File: src/pulse_accumulator_regs.svh
// register offsets, field positions and reset values of the pulse accumulator
`ifndef PULSE_ACCUMULATOR_REGS_SVH
`define PULSE_ACCUMULATOR_REGS_SVH

// ==========================================
// register byte addresses (index times four)
`define ACC_FLAGS_INDEX      8'h21
`define ACC_FLAGS_ADDR       12'h084
`define ACC_CONTROL_ADDR     12'h080
`define ACC_COUNT_ADDR       12'h088
`define TIMER_CONTROL_ADDR   12'h08C

// ==========================================
// accumulator_control fields
`define CTL_ENABLE_BIT       6
`define CTL_MODE_BIT         5
`define CTL_EDGE_BIT         4
`define CTL_CLKSEL_HI        3
`define CTL_CLKSEL_LO        2
`define CTL_OVF_IRQ_BIT      1
`define CTL_INP_IRQ_BIT      0

// accumulator_flags fields
`define FLG_OVF_BIT          1
`define FLG_INP_BIT          0

// timer control word: enable, fast clear, prescale
`define TMR_ENABLE_BIT       7
`define TMR_FFCA_BIT         4
`define TMR_PRESC_HI         2
`define TMR_PRESC_LO         0

// ==========================================
// reset values and counts
`define CTL_RESET            8'h00
`define TMR_RESET            8'h00
`define COUNT_RESET          16'h0000
`define GATE_DIVIDE_LOG2     6
`define ACCCLK_DIV256_LOG2   8
`define ACCCLK_DIV64K_LOG2   16

`endif

File: src/pulse_accumulator_pkg.sv
// types shared by the pulse accumulator files
package pulse_accumulator_pkg;
	typedef enum logic [1:0] {
		CLK_PRESCALER,
		CLK_ACC_CLOCK,
		CLK_ACC_DIV256,
		CLK_ACC_DIV64K
	} clock_select_e;
endpackage

File: src/prescale_if.sv
// prescaler request and tick signals between top and prescaler
`timescale 1ns/10ps
`default_nettype none
interface prescale_if;
	logic       run;
	logic [2:0] select;
	logic       tick;
	logic       tickDiv64;
	modport owner (output run, output select, input tick, input tickDiv64);
	modport divider (input run, input select, output tick, output tickDiv64);
endinterface
`default_nettype wire

File: src/timer_prescaler.sv
// timer prescaler: bus clock divided by 1..128 and a fixed divide-by-64 tick
`timescale 1ns/10ps
`default_nettype none
module timer_prescaler #(
	parameter int WIDTH = 7
) (
	input  wire logic clk_sys,
	input  wire logic rst,
	input  wire logic clkEnable,
	prescale_if.divider pre
);
	`include "pulse_accumulator_regs.svh"

	logic [WIDTH-1:0] stage;
	logic [2:0]       activeSelect;
	logic [WIDTH-1:0] mask;

	// ==========================================
	// free counter, runs only while the timer is enabled
	always_ff @(posedge clk_sys) begin
		if (rst)
			stage <= '0;
		else if (clkEnable && pre.run)
			stage <= stage + 1'b1;
		else if (clkEnable)
			stage <= '0;
	end

	// new divisor takes hold where all stages are zero
	always_ff @(posedge clk_sys) begin
		if (rst)
			activeSelect <= 3'h0;
		else if (clkEnable && stage == '0)
			activeSelect <= pre.select;
	end

	always_comb begin
		mask = WIDTH'((1 << activeSelect) - 1);
	end

	// no ticks at all while the timer is off
	assign pre.tick      = pre.run && ((stage & mask) == mask);
	assign pre.tickDiv64 = pre.run &&
		(stage[`GATE_DIVIDE_LOG2-1:0] == {`GATE_DIVIDE_LOG2{1'b1}});
endmodule
`default_nettype wire

File: src/pulse_accumulator.sv
// pulse accumulator with apb registers and timer clock selection
// Overview of operation
// - enable bit works independent of timer
// - mode bit: events or gated time
// - edge bit picks falling or rising
// - gated level admits div64 ticks, trailing flags
// - div64 ticks exist only with timer
// - overflow enable gates overflow interrupt
// - input enable gates input interrupt
// - clock select picks timer counter clock
// - disabled accumulator forces prescaler clock
// - clock select switches immediately
// - rollover ffff to zero sets overflow
// - write ones clear flags
// - selected or trailing edge sets input
// - fast clear: count access clears flags
// - count readable and writable any time
// - count accessed as whole word
// - input synchronised before counting
// - prescaler divides by one to 128
// - shared channel seven pin feeds accumulator
//
// The APB interface to the registers was left to the implementer.
`timescale 1ns/10ps
`default_nettype none
module pulse_accumulator
	import pulse_accumulator_pkg::*;
(
	input  wire logic        clk_sys,
	input  wire logic        rst,
	input  wire logic        clkEnable,
	input  wire logic        psel,
	input  wire logic        penable,
	input  wire logic        pwrite,
	input  wire logic [11:0] paddr,
	input  wire logic [31:0] pwdata,
	output logic      [31:0] prdata,
	output logic             pready,
	output logic             pslverr,
	input  wire logic        channelSevenPin,
	output logic             timerCounterClock,
	output logic             overflowIrq,
	output logic             inputEdgeIrq
);
	import pulse_accumulator_pkg::*;
	`include "pulse_accumulator_regs.svh"

	prescale_if pre ();

	logic [7:0]    accumulatorControl;
	logic [7:0]    timerControl;
	logic [15:0]   accumulatorCount;
	logic          overflowFlag;
	logic          inputEdgeFlag;
	logic          pinMeta;
	logic          pinSync;
	logic          pinLast;
	logic [15:0]   accClockDiv;
	logic          accessPhase;
	logic          wrCtl;
	logic          wrFlg;
	logic          wrCnt;
	logic          wrTmr;
	logic          accessCnt;
	logic          accEnable;
	logic          gatedMode;
	logic          edgeSel;
	logic          riseSeen;
	logic          fallSeen;
	logic          eventEdge;
	logic          gateActive;
	logic          trailingEdge;
	logic          accClock;
	logic          countStep;
	logic          rollover;
	logic          setInput;
	logic          clearOvf;
	logic          clearInp;
	logic          next_overflowFlag;
	logic          next_inputEdgeFlag;
	clock_select_e clockSelect;

	// address match helper used by every decode
	function automatic logic hit(input logic [11:0] addr,
		input logic [11:0] reg_addr);
		hit = (addr[11:2] == reg_addr[11:2]);
	endfunction

	// ==========================================
	// apb decode, zero wait states
	assign accessPhase = psel && penable && clkEnable;
	assign wrCtl       = accessPhase && pwrite && hit(paddr, `ACC_CONTROL_ADDR);
	assign wrFlg       = accessPhase && pwrite && hit(paddr, `ACC_FLAGS_ADDR);
	assign wrCnt       = accessPhase && pwrite && hit(paddr, `ACC_COUNT_ADDR);
	assign wrTmr       = accessPhase && pwrite &&
		hit(paddr, `TIMER_CONTROL_ADDR);
	assign accessCnt   = accessPhase && hit(paddr, `ACC_COUNT_ADDR);
	assign pready      = 1'b1;

	// unmapped addresses answer with an error
	always_comb begin
		pslverr = psel && penable && !(hit(paddr, `ACC_CONTROL_ADDR) ||
			hit(paddr, `ACC_FLAGS_ADDR) || hit(paddr, `ACC_COUNT_ADDR) ||
			hit(paddr, `TIMER_CONTROL_ADDR));
	end

	// read data registered in the setup cycle
	always_ff @(posedge clk_sys) begin
		if (rst)
			prdata <= 32'h00000000;
		else if (clkEnable && psel && !penable && !pwrite) begin
			if (hit(paddr, `ACC_CONTROL_ADDR))
				prdata <= {24'h000000, accumulatorControl};
			else if (hit(paddr, `ACC_FLAGS_ADDR))
				prdata <= {30'h00000000, overflowFlag, inputEdgeFlag};
			else if (hit(paddr, `ACC_COUNT_ADDR))
				prdata <= {16'h0000, accumulatorCount};
			else if (hit(paddr, `TIMER_CONTROL_ADDR))
				prdata <= {24'h000000, timerControl};
			else
				prdata <= 32'h00000000;
		end
	end

	// ==========================================
	// control registers
	always_ff @(posedge clk_sys) begin
		if (rst)
			accumulatorControl <= `CTL_RESET;
		else if (wrCtl)
			accumulatorControl <= {1'b0, pwdata[6:0]};
	end

	always_ff @(posedge clk_sys) begin
		if (rst)
			timerControl <= `TMR_RESET;
		else if (wrTmr)
			timerControl <= {pwdata[7], 2'b00, pwdata[4], 1'b0, pwdata[2:0]};
	end

	assign accEnable   = accumulatorControl[`CTL_ENABLE_BIT];
	assign gatedMode   = accEnable && accumulatorControl[`CTL_MODE_BIT];
	assign edgeSel     = accumulatorControl[`CTL_EDGE_BIT];
	assign clockSelect = clock_select_e'(
		accumulatorControl[`CTL_CLKSEL_HI:`CTL_CLKSEL_LO]);

	// prescaler runs from the timer enable only
	assign pre.run    = timerControl[`TMR_ENABLE_BIT];
	assign pre.select = timerControl[`TMR_PRESC_HI:`TMR_PRESC_LO];

	timer_prescaler #(
		.WIDTH (7)
	) u_prescaler (
		.clk_sys   (clk_sys),
		.rst       (rst),
		.clkEnable (clkEnable),
		.pre       (pre)
	);

	// ==========================================
	// pin synchroniser and edge detection
	always_ff @(posedge clk_sys) begin
		if (rst) begin
			pinMeta <= 1'b0;
			pinSync <= 1'b0;
			pinLast <= 1'b0;
		end else if (clkEnable) begin
			pinMeta <= channelSevenPin;
			pinSync <= pinMeta;
			pinLast <= pinSync;
		end
	end

	assign riseSeen  = pinSync && !pinLast;
	assign fallSeen  = !pinSync && pinLast;
	assign eventEdge = edgeSel ? riseSeen : fallSeen;
	// active gate level and the edge that ends it
	assign gateActive   = edgeSel ? !pinSync : pinSync;
	assign trailingEdge = edgeSel ? riseSeen : fallSeen;

	// count source per mode; gated ticks need the timer
	assign accClock = !accEnable ? 1'b0 :
		gatedMode ? (gateActive && pre.tickDiv64) : eventEdge;
	assign countStep = clkEnable && accClock && !wrCnt;
	assign rollover  = countStep && (accumulatorCount == 16'hFFFF);
	assign setInput  = clkEnable && accEnable &&
		(gatedMode ? trailingEdge : eventEdge);

	// ==========================================
	// accumulator counter
	always_ff @(posedge clk_sys) begin
		if (rst)
			accumulatorCount <= `COUNT_RESET;
		else if (wrCnt)
			accumulatorCount <= pwdata[15:0];
		else if (countStep)
			accumulatorCount <= accumulatorCount + 16'h0001;
	end

	// ==========================================
	// flags: set wins over any clear
	assign clearOvf = (wrFlg && pwdata[`FLG_OVF_BIT]) ||
		(accessCnt && timerControl[`TMR_FFCA_BIT]);
	assign clearInp = (wrFlg && pwdata[`FLG_INP_BIT]) ||
		(accessCnt && timerControl[`TMR_FFCA_BIT]);

	always_comb begin
		next_overflowFlag = overflowFlag;
		if (clearOvf)
			next_overflowFlag = 1'b0;
		if (rollover)
			next_overflowFlag = 1'b1;
		next_inputEdgeFlag = inputEdgeFlag;
		if (clearInp)
			next_inputEdgeFlag = 1'b0;
		if (setInput)
			next_inputEdgeFlag = 1'b1;
	end

	always_ff @(posedge clk_sys) begin
		if (rst) begin
			overflowFlag  <= 1'b0;
			inputEdgeFlag <= 1'b0;
		end else if (clkEnable) begin
			overflowFlag  <= next_overflowFlag;
			inputEdgeFlag <= next_inputEdgeFlag;
		end
	end

	// interrupt requests from flags and enables
	assign overflowIrq  = overflowFlag &&
		accumulatorControl[`CTL_OVF_IRQ_BIT];
	assign inputEdgeIrq = inputEdgeFlag &&
		accumulatorControl[`CTL_INP_IRQ_BIT];

	// ==========================================
	// accumulator clock dividers for the timer counter
	always_ff @(posedge clk_sys) begin
		if (rst)
			accClockDiv <= 16'h0000;
		else if (clkEnable && accClock)
			accClockDiv <= accClockDiv + 16'h0001;
	end

	// combinational select so a new field acts at once
	always_comb begin
		if (!accEnable)
			timerCounterClock = pre.tick;
		else begin
			case (clockSelect)
				CLK_PRESCALER: timerCounterClock = pre.tick;
				CLK_ACC_CLOCK:  timerCounterClock = accClock;
				CLK_ACC_DIV256: timerCounterClock = accClock &&
					(accClockDiv[`ACCCLK_DIV256_LOG2-1:0] == 8'hFF);
				CLK_ACC_DIV64K: timerCounterClock = accClock &&
					(accClockDiv == 16'hFFFF);
				default:       timerCounterClock = pre.tick;
			endcase
		end
	end

	// ==========================================
	// checks
	// overflow flag follows a rollover
	AST_OVF_SET: assert property (
		@(posedge clk_sys) disable iff (rst)
		rollover |=> overflowFlag)
		else $error("overflow flag not set on rollover");

	// interrupt requests are flag and enable
	AST_OVF_IRQ: assert property (
		@(posedge clk_sys) disable iff (rst)
		overflowIrq == (overflowFlag && accumulatorControl[1]))
		else $error("overflow interrupt mismatch");

	AST_INP_IRQ: assert property (
		@(posedge clk_sys) disable iff (rst)
		inputEdgeIrq == (inputEdgeFlag && accumulatorControl[0]))
		else $error("input interrupt mismatch");

	// write one clears, unless a set arrives together
	AST_W1C: assert property (
		@(posedge clk_sys) disable iff (rst)
		(wrFlg && pwdata[0] && !setInput) |=> !inputEdgeFlag)
		else $error("input flag not cleared by write one");

	AST_W1C_OVF: assert property (
		@(posedge clk_sys) disable iff (rst)
		(wrFlg && pwdata[1] && !rollover) |=> !overflowFlag)
		else $error("overflow flag not cleared by write one");

	// fast clear on any count access
	AST_FFCA: assert property (
		@(posedge clk_sys) disable iff (rst)
		(accessCnt && timerControl[4] && !rollover) |=> !overflowFlag)
		else $error("fast clear failed");

	// no gated pulses without the timer
	AST_NO_GATE: assert property (
		@(posedge clk_sys) disable iff (rst)
		(gatedMode && !timerControl[7]) |-> !accClock)
		else $error("gated tick without timer");

	// a disabled accumulator neither counts nor flags
	AST_MODE_OFF: assert property (
		@(posedge clk_sys) disable iff (rst)
		!accEnable |-> (!accClock && !setInput))
		else $error("disabled accumulator active");

	AST_DISABLED: assert property (
		@(posedge clk_sys) disable iff (rst)
		!accEnable |-> (timerCounterClock == pre.tick))
		else $error("disabled accumulator not on prescaler");

	// selected accumulator clock reaches the timer at once
	AST_SEL_NOW: assert property (
		@(posedge clk_sys) disable iff (rst)
		(accEnable && clockSelect == CLK_ACC_CLOCK) |->
		(timerCounterClock == accClock))
		else $error("accumulator clock not selected");

	AST_LOAD: assert property (
		@(posedge clk_sys) disable iff (rst)
		wrCnt |=> (accumulatorCount == $past(pwdata[15:0])))
		else $error("count load failed");

	// selected edges count one each
	AST_EVENT: assert property (
		@(posedge clk_sys) disable iff (rst)
		(clkEnable && accEnable && !gatedMode && !edgeSel && !wrCnt &&
		$fell(pinSync)) |=> accumulatorCount == $past(accumulatorCount)
		+ 16'h0001)
		else $error("falling edge not counted");

	AST_RISE: assert property (
		@(posedge clk_sys) disable iff (rst)
		(clkEnable && accEnable && !gatedMode && edgeSel && !wrCnt &&
		$rose(pinSync)) |=> accumulatorCount == $past(accumulatorCount)
		+ 16'h0001)
		else $error("rising edge not counted");

	// gated pulse counts while the level is active
	AST_GATE_STEP: assert property (
		@(posedge clk_sys) disable iff (rst)
		(clkEnable && gatedMode && gateActive && pre.tickDiv64 &&
		!wrCnt) |=> accumulatorCount == $past(accumulatorCount)
		+ 16'h0001)
		else $error("gated pulse not counted");

	// input flag follows its setting edge
	AST_INP_SET: assert property (
		@(posedge clk_sys) disable iff (rst)
		setInput |=> inputEdgeFlag)
		else $error("input flag not set");

	// main scenarios
	COV_ROLL: cover property (@(posedge clk_sys) rollover);
	COV_GATED: cover property (@(posedge clk_sys) gatedMode && accClock);
	COV_TRAIL: cover property (@(posedge clk_sys) gatedMode && setInput);
	COV_SEL: cover property (@(posedge clk_sys)
		accEnable && clockSelect == CLK_ACC_DIV256 && timerCounterClock);
endmodule
`default_nettype wire

File: config.mk
export PLATFORM = sky130hd
export DESIGN_NAME = pulse_accumulator
export DESIGN_NICKNAME = d
export VERILOG_FILES = /design/src/pulse_accumulator_pkg.sv /design/src/prescale_if.sv /design/src/timer_prescaler.sv /design/src/pulse_accumulator.sv
export VERILOG_INCLUDE_DIRS = /design/src
export SDC_FILE = /design/constraint.sdc
export NUM_CORES = 1
export LEC_CHECK = 0
export BUFFER_PORTS_ARGS = -buffer_cell sky130_fd_sc_hd__buf_2
export CORE_MARGIN = 1
export CORE_UTILIZATION = 35
export CTS_BUF_LIST = sky130_fd_sc_hd__clkbuf_4
export DETAILED_ROUTE_END_ITERATION = 8
export PLACE_DENSITY = 0.64
export SETUP_SLACK_MARGIN = 0.3
export SYNTH_ARGS = -nofsm -noshare
export SYNTH_HDL_FRONTEND = slang
export SYNTH_SLANG_ARGS = --single-unit
File: constraint.sdc
create_clock -name clk_sys -period 5.8 [get_ports clk_sys]
set_input_delay 0.58 -clock clk_sys [delete_from_list [all_inputs] [get_ports clk_sys]]
set_output_delay 0.58 -clock clk_sys [all_outputs]
set_load 0.05 [all_outputs]
# Word-level counts from Yosys, hierarchy flattened
# Index checks and enable logic that the tools add are counted.
[classes]
n_addsub = 4
n_eq_ne = 12
shift = 1
mux = 18
bitwise = 1
reduce_logical = 51
[ops]
columns = ["operator", "n"]
rows = [
  ["2-to-1 mux 16 bit", 5],
  ["== test 10 x 6 -> 1 bit (second input constant)", 4],
  ["adder 16 x 1 -> 16 bit (second input constant)", 2],
  ["== test 16 bit (second input constant)", 2],
  ["logical AND 1 bit", 32],
  ["2-to-1 mux 7 bit", 2],
  ["2-to-1 mux 1 bit", 9],
  ["== test 8 bit (second input constant)", 1],
  ["2-to-1 mux 8 bit", 1],
  ["nonzero test 2 bit", 4],
  ["adder 7 x 1 -> 7 bit (second input constant)", 1],
  ["bitwise AND 7 bit", 1],
  ["== test 7 bit", 1],
  ["logical NOT 7 bit", 1],
  ["<< shifter 1 x 3 -> 7 bit (first input constant)", 1],
  ["subtractor 7 x 2 -> 7 bit (second input constant)", 1],
  ["== test 6 bit (second input constant)", 1],
  ["logical NOT 1 bit", 6],
  ["logical OR 1 bit", 5],
  ["== test 2 bit (second input constant)", 2],
  ["one-hot mux 1 bit (4 select lines)", 1],
  ["AND reduction 2 bit", 2],
  ["== test 2 x 1 -> 1 bit (second input constant)", 1],
  ["logical NOT 2 bit", 1],
]
[word_totals]
regBits = 91
out_inout_bits = 37
wordCells = 99

# Logic depth before layout (Yosys ltp)
# Gate-level depths: netlist of run 1.
[depth]
word_depth = 10
depth_mapped = 8
depth_no_buf = 6

# Cells and area by module
# From an unflattened synthesis of run 1, not the netlist that was laid out.
[unflattened]
hier_cells = 457
hier_area_um2 = 3854.9
[by_module_without_submodules]
columns = ["mod", "instances", "cells_each", "area_per_inst_um2", "seq_area_each_um2"]
rows = [
  ["pulse_accumulator", 1, 389, 3328.2, 1301.2],
  ["timer_prescaler", 1, 68, 526.8, 200.2],
]

# Worst setup path after synthesis of run 1
# Ideal clock, no wire load.
[synth_path]
path_kind = "register to output"
start = "register u_prescaler.stage[1]"
end = "output port timerCounterClock"
t_arrival_ps = 1845
t_required_ps = 5220
slack_ps = 3375
path_stages_with_launch = 6
path_cell_list = "dfxtp_1 ha_1 nand3_2 or4_1 a31oi_1 a32o_1"
[synth_between]
elab_chain_cells = 8
[synth_lines]
columns = ["element", "line_no", "rtl"]
rows = [
  ["start: declaration", "timer_prescaler.sv:14", "logic [WIDTH-1:0] stage;"],
  ["start signal: assignment", "timer_prescaler.sv:24", "stage <= stage + 1'b1;"],
  ["== test 6 bit", "timer_prescaler.sv:44", "(stage[`GATE_DIVIDE_LOG2-1:0] == {`GATE_DIVIDE_LOG2{1'b1}});"],
  ["logical AND 1 bit", "timer_prescaler.sv:43", "assign pre.tickDiv64 = pre.run &&"],
  ["logical AND 1 bit", "pulse_accumulator.sv:183", "gatedMode ? (gateActive && pre.tickDiv64) : eventEdge;"],
  ["2-to-1 mux 1 bit", "pulse_accumulator.sv:183", ""],
  ["2-to-1 mux 1 bit", "pulse_accumulator.sv:182", "assign accClock = !accEnable ? 1'b0 :"],
  ["logical AND 1 bit, on equally long branches", "pulse_accumulator.sv:255, pulse_accumulator.sv:253", ""],
  ["one-hot mux 1 bit (4 select lines)", "pulse_accumulator.sv:250", "case (clockSelect)"],
  ["2-to-1 mux 1 bit (*)", "pulse_accumulator.sv:247", "if (!accEnable)"],
  ["end: declaration", "pulse_accumulator.sv:41", "output logic timerCounterClock,"],
]
# Every way passes the cells marked *; elsewhere a longest branch is shown, timed or not.

# Final worst setup path of run 1
# Same ends and word-level chain as after synthesis.

==> results.py, run 1 <==
metrics = {
    "clock_tree": {
        "cts_setup_buffers": 0,
        "clk_pin_slew_ns": 0.12,
        "cts_hold_buf": 0,
        "cts_tree": "built",
        "htreeDepth": 3,
        "cts_resized": 0,
        "cts.sinks": 75,
        "ctsRootBufferMaster": "clkbuf_4",
        "numCtsBuffers": 9,
        "clock_latency_ns": 0.43,
        "clockBufferDepth": 2,
    },
    "layout": {
        "fin_cells": 613,
        "layout.nets": 528,
        "n_antenna_cell": 0,
        "num-fill-cells": 1039,
        "syn_to_final_growth_pct": 10.3,
        "multi_input_comb_area_um2": 2130,
        "layout.area.seq_um2": 1500,
        "drive_above_1_share_pct": 16.1,
    },
    "floorplanning": {
        "start_util_pct": 36.7,
        "io_pins": 88,
        "coreArea_um2": 10500,
        "die-area_um2": 11400,
        "die_h_um": 107,
        "row_count": 37,
        "fp.dieW_um": 107,
    },
    "critical_path": {
        "crit_fanout": 5,
        "timing.critical_path.cells": "ha_1, nand3_2, or4_1, a31oi_1, a32o_1, buf_2",
        "end_kind": "output pin",
        "path_delay_family": "simple AND/OR/NAND/NOR gates",
        "arrival_ns": 2.43,
        "path_buf_inv": 1,
        "worstSetupPathType": "reg2out",
        "crit_required_ns": 5.22,
        "critPathLaunchType": "flip-flop",
        "slowest_stage": "or4_1",
        "max_stage_delay_ns": 0.51,
    },
    "timing": {
        "slew_headroom_pct": 20.3,
        "finalSetupTns_ns": 0,
        "worst_slew_pin_slew_ns": 1.20,
        "slew_viol_final": 0,
        "setup_viol": 0,
        "period_minus_slack_ns": 3.01,
        "setup_slack_ns": 2.79,
        "skew_ns": 0.0216,
        "rsz0062_at_grt": "no",
        "finalCritPeriodShare_pct": 51.9,
        "hold_violations": 0,
        "whs_ns": 0.356,
        "max_freq_ghz": 0.332,
    },
    "synthesis": {
        "ys_seq_elements": 75,
        "synth.distinct_cells": 48,
        "postSynthAreaPerCell_um2": 8.74,
        "synth_edf_count": 0,
        "synth_top_area_share_pct": 38.9,
        "ys.flop_type": "dfxtp_1",
        "yosys.area.top_type": "dfxtp_1",
        "yosys_warnings": 0,
        "synth_area_um2": 3860,
        "yosysSeqAreaShare_pct": 38.9,
        "synthTopCellsByArea": "dfxtp_1 39%, mux2i_1 5.7%, nor2_1 5.5%",
        "async_flop_share_pct": 0,
        "syn_inst": 441,
    },
    "power_and_ir_drop": {
        "switchingPower_mw": 0.235,
        "p_leak_nw": 1.67,
        "power_density_nw_per_um2": 220,
        "p_seq_share_pct": 55.3,
        "p_comb_share_pct": 6.8,
        "switching_share_pct": 25.2,
        "total_power_mw": 0.934,
        "irDropWorstVdd_v": 0.000108,
        "p_int_mw": 0.699,
        "power_frac_clock_pct": 37.9,
    },
    "detailed_routing": {
        "routed_wl_mm": 9.20,
        "ant_nets": 0,
        "vias": 3302,
        "drc": 0,
        "drtIter0Drc": 229,
        "drtPass1Iterations": 5,
        "wl_per_cell_um": 15.0,
        "avgViaCountPerCell": 5.39,
    },
    "global_route": {
        "grt_pass1_wl_mm": 15.3,
        "grt_usage_pct": 16.9,
        "grt-ovfl-total": 0,
        "antenna_found_initial": 0,
        "grt_pass1_vias": 3132,
        "grt_max_degree": 64,
    },
    "flow_run": {
        "drv_cap": 0,
    },
    "placed_design": {
        "dpl.cell_count": 598,
        "port_buffers": 52,
        "gp_congestion": 0.775,
        "dp_hpwl_mm": 6.53,
        "dp_slack_ns": 2.72,
    },
    "status": {
        "status": "completed",
    },
    "hold_path": {
        "hp-class": "in2reg",
    },
}
==> stage by stage <==
step	util [%]	instance area, µm²
3_3_place_gp	39.1	4110
2_1_floorplan	-	3910
6_report	40.5	4250
4_1_cts	40.5	4250
3_5_place_dp	39.1	4110
5_1_grt	40.5	4250
==> placed cells by master, fill, tap and decap left out, types with 2 or more instances in the layout <==
cell	count
and2_1	9
or3_1	3
inv_1	7
nand2b_1	2
mux4_2	2
clkbuf_4	9
nand4b_1	2
a22oi_1	15
and4_1	5
buf_2	52
o211ai_1	8
nand3_1	15
nand4bb_1	2
nand4_1	4
nor3_1	5
nor2_2	2
bufinv_16	2
nor4_1	3
nor2_1	56
buf_4	2
a211oi_1	2
o2111ai_1	14
mux2i_1	22
ha_1	4
or4_1	3
o21ai_1	3
a31oi_1	4
xnor2_1	15
nor2b_1	4
a22o_1	14
xor2_1	12
clkinv_2	2
nand2_1	19
a21oi_1	21
o21ai_0	14
dfxtp_1	75
conb_1	17
and3_1	14
==> layout make-up <==
class                   count  share of cell area [%]
clock inverters             6                    1.91
multi-input cells         326                    50.1
clock buffers               9                    1.59
flip-flops and latches     75                    35.3
inverters                   7                   0.618
well taps                 136                    4.00
repair buffers             54                    6.47
==> metal layers <==
layer  routed length, µm  share of wire [%]  GRT usage [%]
met1                4390                 48           23.6
met2                4230                 46           25.9
met3                 449                4.9           3.10
met4                 140                1.5           5.97
met5                   0                  0              0
==> power groups by stage <==
stage          registers, mW  clock network, mW  logic (mW)
5_1_grt                0.517              0.380      0.0677
3_5_place_dp           0.528                  0      0.0634
2_1_floorplan          0.528                  0      0.0544
4_1_cts                0.517              0.359      0.0636
3_3_place_gp           0.528                  0      0.0628
6_report               0.517              0.354      0.0635
==> registers in the layout, indices dropped and copies added, names as in the netlist, 3 cells and up <==
register / count
u_prescaler.activeSelect: 3
timerControl: 5
u_prescaler.stage: 7
accumulatorCount: 16
accClockDiv: 16
accumulatorControl: 7
prdata: 16
==> worst register-to-register path, stage by stage, from the launching register on <==
cell and delay [ns]:
dfxtp_1 0.51, and3b_1 0.23, o2111a_1 0.85, o211ai_2 0.30, or4_1 0.46, a21oi_1 0.14
==> cell usage after synthesis, types with 4 or more instances <==
cell type and instances:
a22o_1 14, xnor2_1 15, o2111ai_1 14, dfxtp_1 75, nor2_1 56, mux2i_1 22
buf_1 4, nor2b_1 4, a31oi_1 4, buf_4 17, nand2_1 19, a21oi_1 21
nor3_1 5, xor2_1 12, and2_1 9, and4_1 5, a22oi_1 15, buf_2 7
ha_1 4, nand3_1 15, inv_1 7, and3_1 14, nand4_1 4, clkbuf_1 20
o21ai_0 14, o211ai_1 8
==> path summary, 6_finish.rpt <==
path | from | end | slack [ns] | cells past startpoint
setup reg to reg | pinSync | accClockDiv[14] | 3.25 | 5
hold reg to reg | accumulatorCount[5] | prdata[5] | 0.49 | 2
setup / recovery | u_prescaler.stage[1] | timerCounterClock | 2.79 | 6
hold / removal | pwdata[14] | accumulatorCount[14] | 0.36 | 2
==> kinds of logic after synthesis <==
logic type / share of synthesized area [%]
adder cells (fa/ha/maj): 1.30
AO/OA/AOI/OAI: 18.1
flip-flops: 38.9
other: 0.195
AND/OR/NAND/NOR: 20.9
multiplexers: 7.17
XOR/XNOR: 6.13
buffers and inverters: 7.24
(Power assumes the default switching activity.)
==> inputs of run 2 (changes only) <==
clock period = 2.9 ns   (was 5.8 ns; I/O delays follow)
==> run 2 against run 1 <==
  * Final cell count increased by 1.1%
  * Critical path depth unchanged
  * Wire length decreased by 0.20%
  * Non-clock buffer count increased by 6
  * Clock power increased by 130%
  * Clock skew decreased by 0.014 ns
  * Power increased by 110%
  * Largest cell class unchanged
==> results.py, run 2 (synthesized netlist as in run 1, its figures left out) <==
metrics = {
    "power_and_ir_drop": {
        "irDropWorstVdd_v": 0.000213,
        "power_density_nw_per_um2": 451,
        "p_leak_nw": 1.73,
        "total_power_mw": 1.97,
    },
    "critical_path": {
        "reg2regPathDepth": 6,
        "worstSetupPathType": "reg2out",
        "end_kind": "output pin",
        "arrival_ns": 2.17,
        "timing.rr.start": "pinSync",
        "reg2reg_to": "accumulatorCount[14]",
        "critPathLaunchType": "flip-flop",
        "crit_required_ns": 2.61,
        "crit_fanout": 5,
        "r2r_setup_slack_ns": 0.67,
    },
    "detailed_routing": {
        "wl_per_cell_um": 14.8,
        "avgViaCountPerCell": 5.32,
        "routed_wl_mm": 9.19,
        "vias": 3301,
        "drtIter0Drc": 180,
        "drtPass1Iterations": 4,
        "ant_nets": 0,
        "drc": 0,
    },
    "clock_tree": {
        "ctsRootBufferMaster": "clkbuf_4",
        "htreeDepth": 3,
        "cts_hold_buf": 0,
        "cts.sinks": 75,
        "clock_latency_ns": 0.43,
        "cts_tree": "built",
        "cts_setup_buffers": 0,
        "clockBufferDepth": 2,
        "clk_pin_slew_ns": 0.12,
        "numCtsBuffers": 9,
    },
    "flow_run": {
        "drv_cap": 0,
    },
    "timing": {
        "max_freq_ghz": 0.406,
        "slew_headroom_pct": 38.2,
        "finalCritPeriodShare_pct": 84.8,
        "slew_viol_final": 0,
        "hold_violations": 0,
        "rsz0062_at_grt": "no",
        "skew_ns": 0.00735,
        "worst_slew_pin_slew_ns": 0.924,
        "finalSetupTns_ns": 0,
        "period_minus_slack_ns": 2.46,
        "setup_viol": 0,
    },
    "placed_design": {
        "port_buffers": 52,
        "gp_congestion": 0.815,
        "dp_hpwl_mm": 6.68,
    },
    "layout": {
        "mostFrequentLayoutCells": "73 x dfxtp_1, 56 x nor2_1, 51 x buf_2",
        "num-fill-cells": 1045,
        "layout.nets": 534,
        "layout_commonest_cell": "dfxtp_1",
        "largest_registers": "accClockDiv x16, accumulatorCount x16, prdata x16",
        "n_antenna_cell": 0,
        "drive_above_1_share_pct": 18.2,
        "syn_to_final_growth_pct": 13.1,
    },
    "global_route": {
        "grt_pass1_wl_mm": 15.3,
        "grt_usage_pct": 17.0,
        "grt_max_degree": 33,
        "antenna_found_initial": 0,
        "grt-ovfl-total": 0,
        "grt_pass1_vias": 3154,
    },
    "floorplanning": {
        "row_count": 37,
        "coreArea_um2": 10500,
        "die-area_um2": 11400,
        "start_util_pct": 36.7,
        "io_pins": 88,
        "die_h_um": 107,
        "fp.dieW_um": 107,
    },
    "hold_path": {
        "hold_depth": 2,
        "holdCritStartpoint": "pwdata[12]",
        "hp-class": "in2reg",
        "holdPathEnd": "accumulatorCount[12]",
    },
    "status": {
        "status": "completed",
    },
}
[run 2: worst max path at each step]
stage                     cells after the start                 start                   to  slack (ns)
after global routing                          5  u_prescaler.stage[2]    timerCounterClock        0.31
after floorplan                               5  u_prescaler.stage[1]    timerCounterClock        0.76
after CTS                                     6  u_prescaler.stage[1]    timerCounterClock        0.31
final                                         6  u_prescaler.stage[0]    timerCounterClock        0.44
after detailed placement                      7  u_prescaler.stage[0]      accClockDiv[14]        0.63
after global placement                        6              paddr[5]  accumulatorCount[7]        0.68
[run 2: stage by stage]
step           area (µm²)  cells  setup WS (ns)  utilization [%]  hold WS, ns
3_3_place_gp         4150    604          0.680             39.5        0.451
6_report             4360    620          0.440             41.5       0.0712
5_1_grt              4360    620          0.309             41.5       0.0668
3_5_place_dp         4150    604          0.632             39.5        0.463
2_1_floorplan        3910    456          0.765                -        0.415
4_1_cts              4340    620          0.306             41.3       0.0603
[run 2: area by class of cell]
type | instances | area [µm²] | area share (%)
Tap cell | 136 | 170 | 3.90
Timing Repair Buffer | 60 | 327 | 7.49
Sequential cell | 75 | 1510 | 34.5
Inverter | 7 | 26.3 | 0.602
Clock buffer | 10 | 75.1 | 1.72
Multi-Input combinational cell | 326 | 2150 | 49.4
Clock inverter | 6 | 104 | 2.38
[run 2: report_power, final]
| group | leakage, nW | total, mW | internal, mW | switching (mW) |
|---|---|---|---|---|
| sequential | 0.605 | 1.03 | 1.03 | 0.00169 |
| combinational | 1.02 | 0.130 | 0.0302 | 0.100 |
| clock | 0.0978 | 0.803 | 0.441 | 0.362 |
[run 2: per-layer routing]
metal / wire length (µm) / vias to the layer above / track usage (%) / part of all wire [%]
met4: 123 / 0 / 7.44 / 1.3
li1: - / 1645 / - / -
met3: 422 / 12 / 2.86 / 4.6
met2: 4230 / 88 / 26.6 / 46
met5: 0 / - / 0 / 0
met1: 4410 / 1556 / 22.8 / 48
[run 2: timing repair]
action / CTS / global route
resized for setup: 5 / 4
setup endpoints to repair: 1 / 1
pin swaps: 0 / 1
[run 2: critical path, stage by stage, from the launching register on]
cell and delay (ns):
dfxtp_2 0.40, ha_4 0.18, nand3_4 0.11, or4_1 0.49, a31oi_1 0.18, a32o_2 0.22, buf_6 0.16
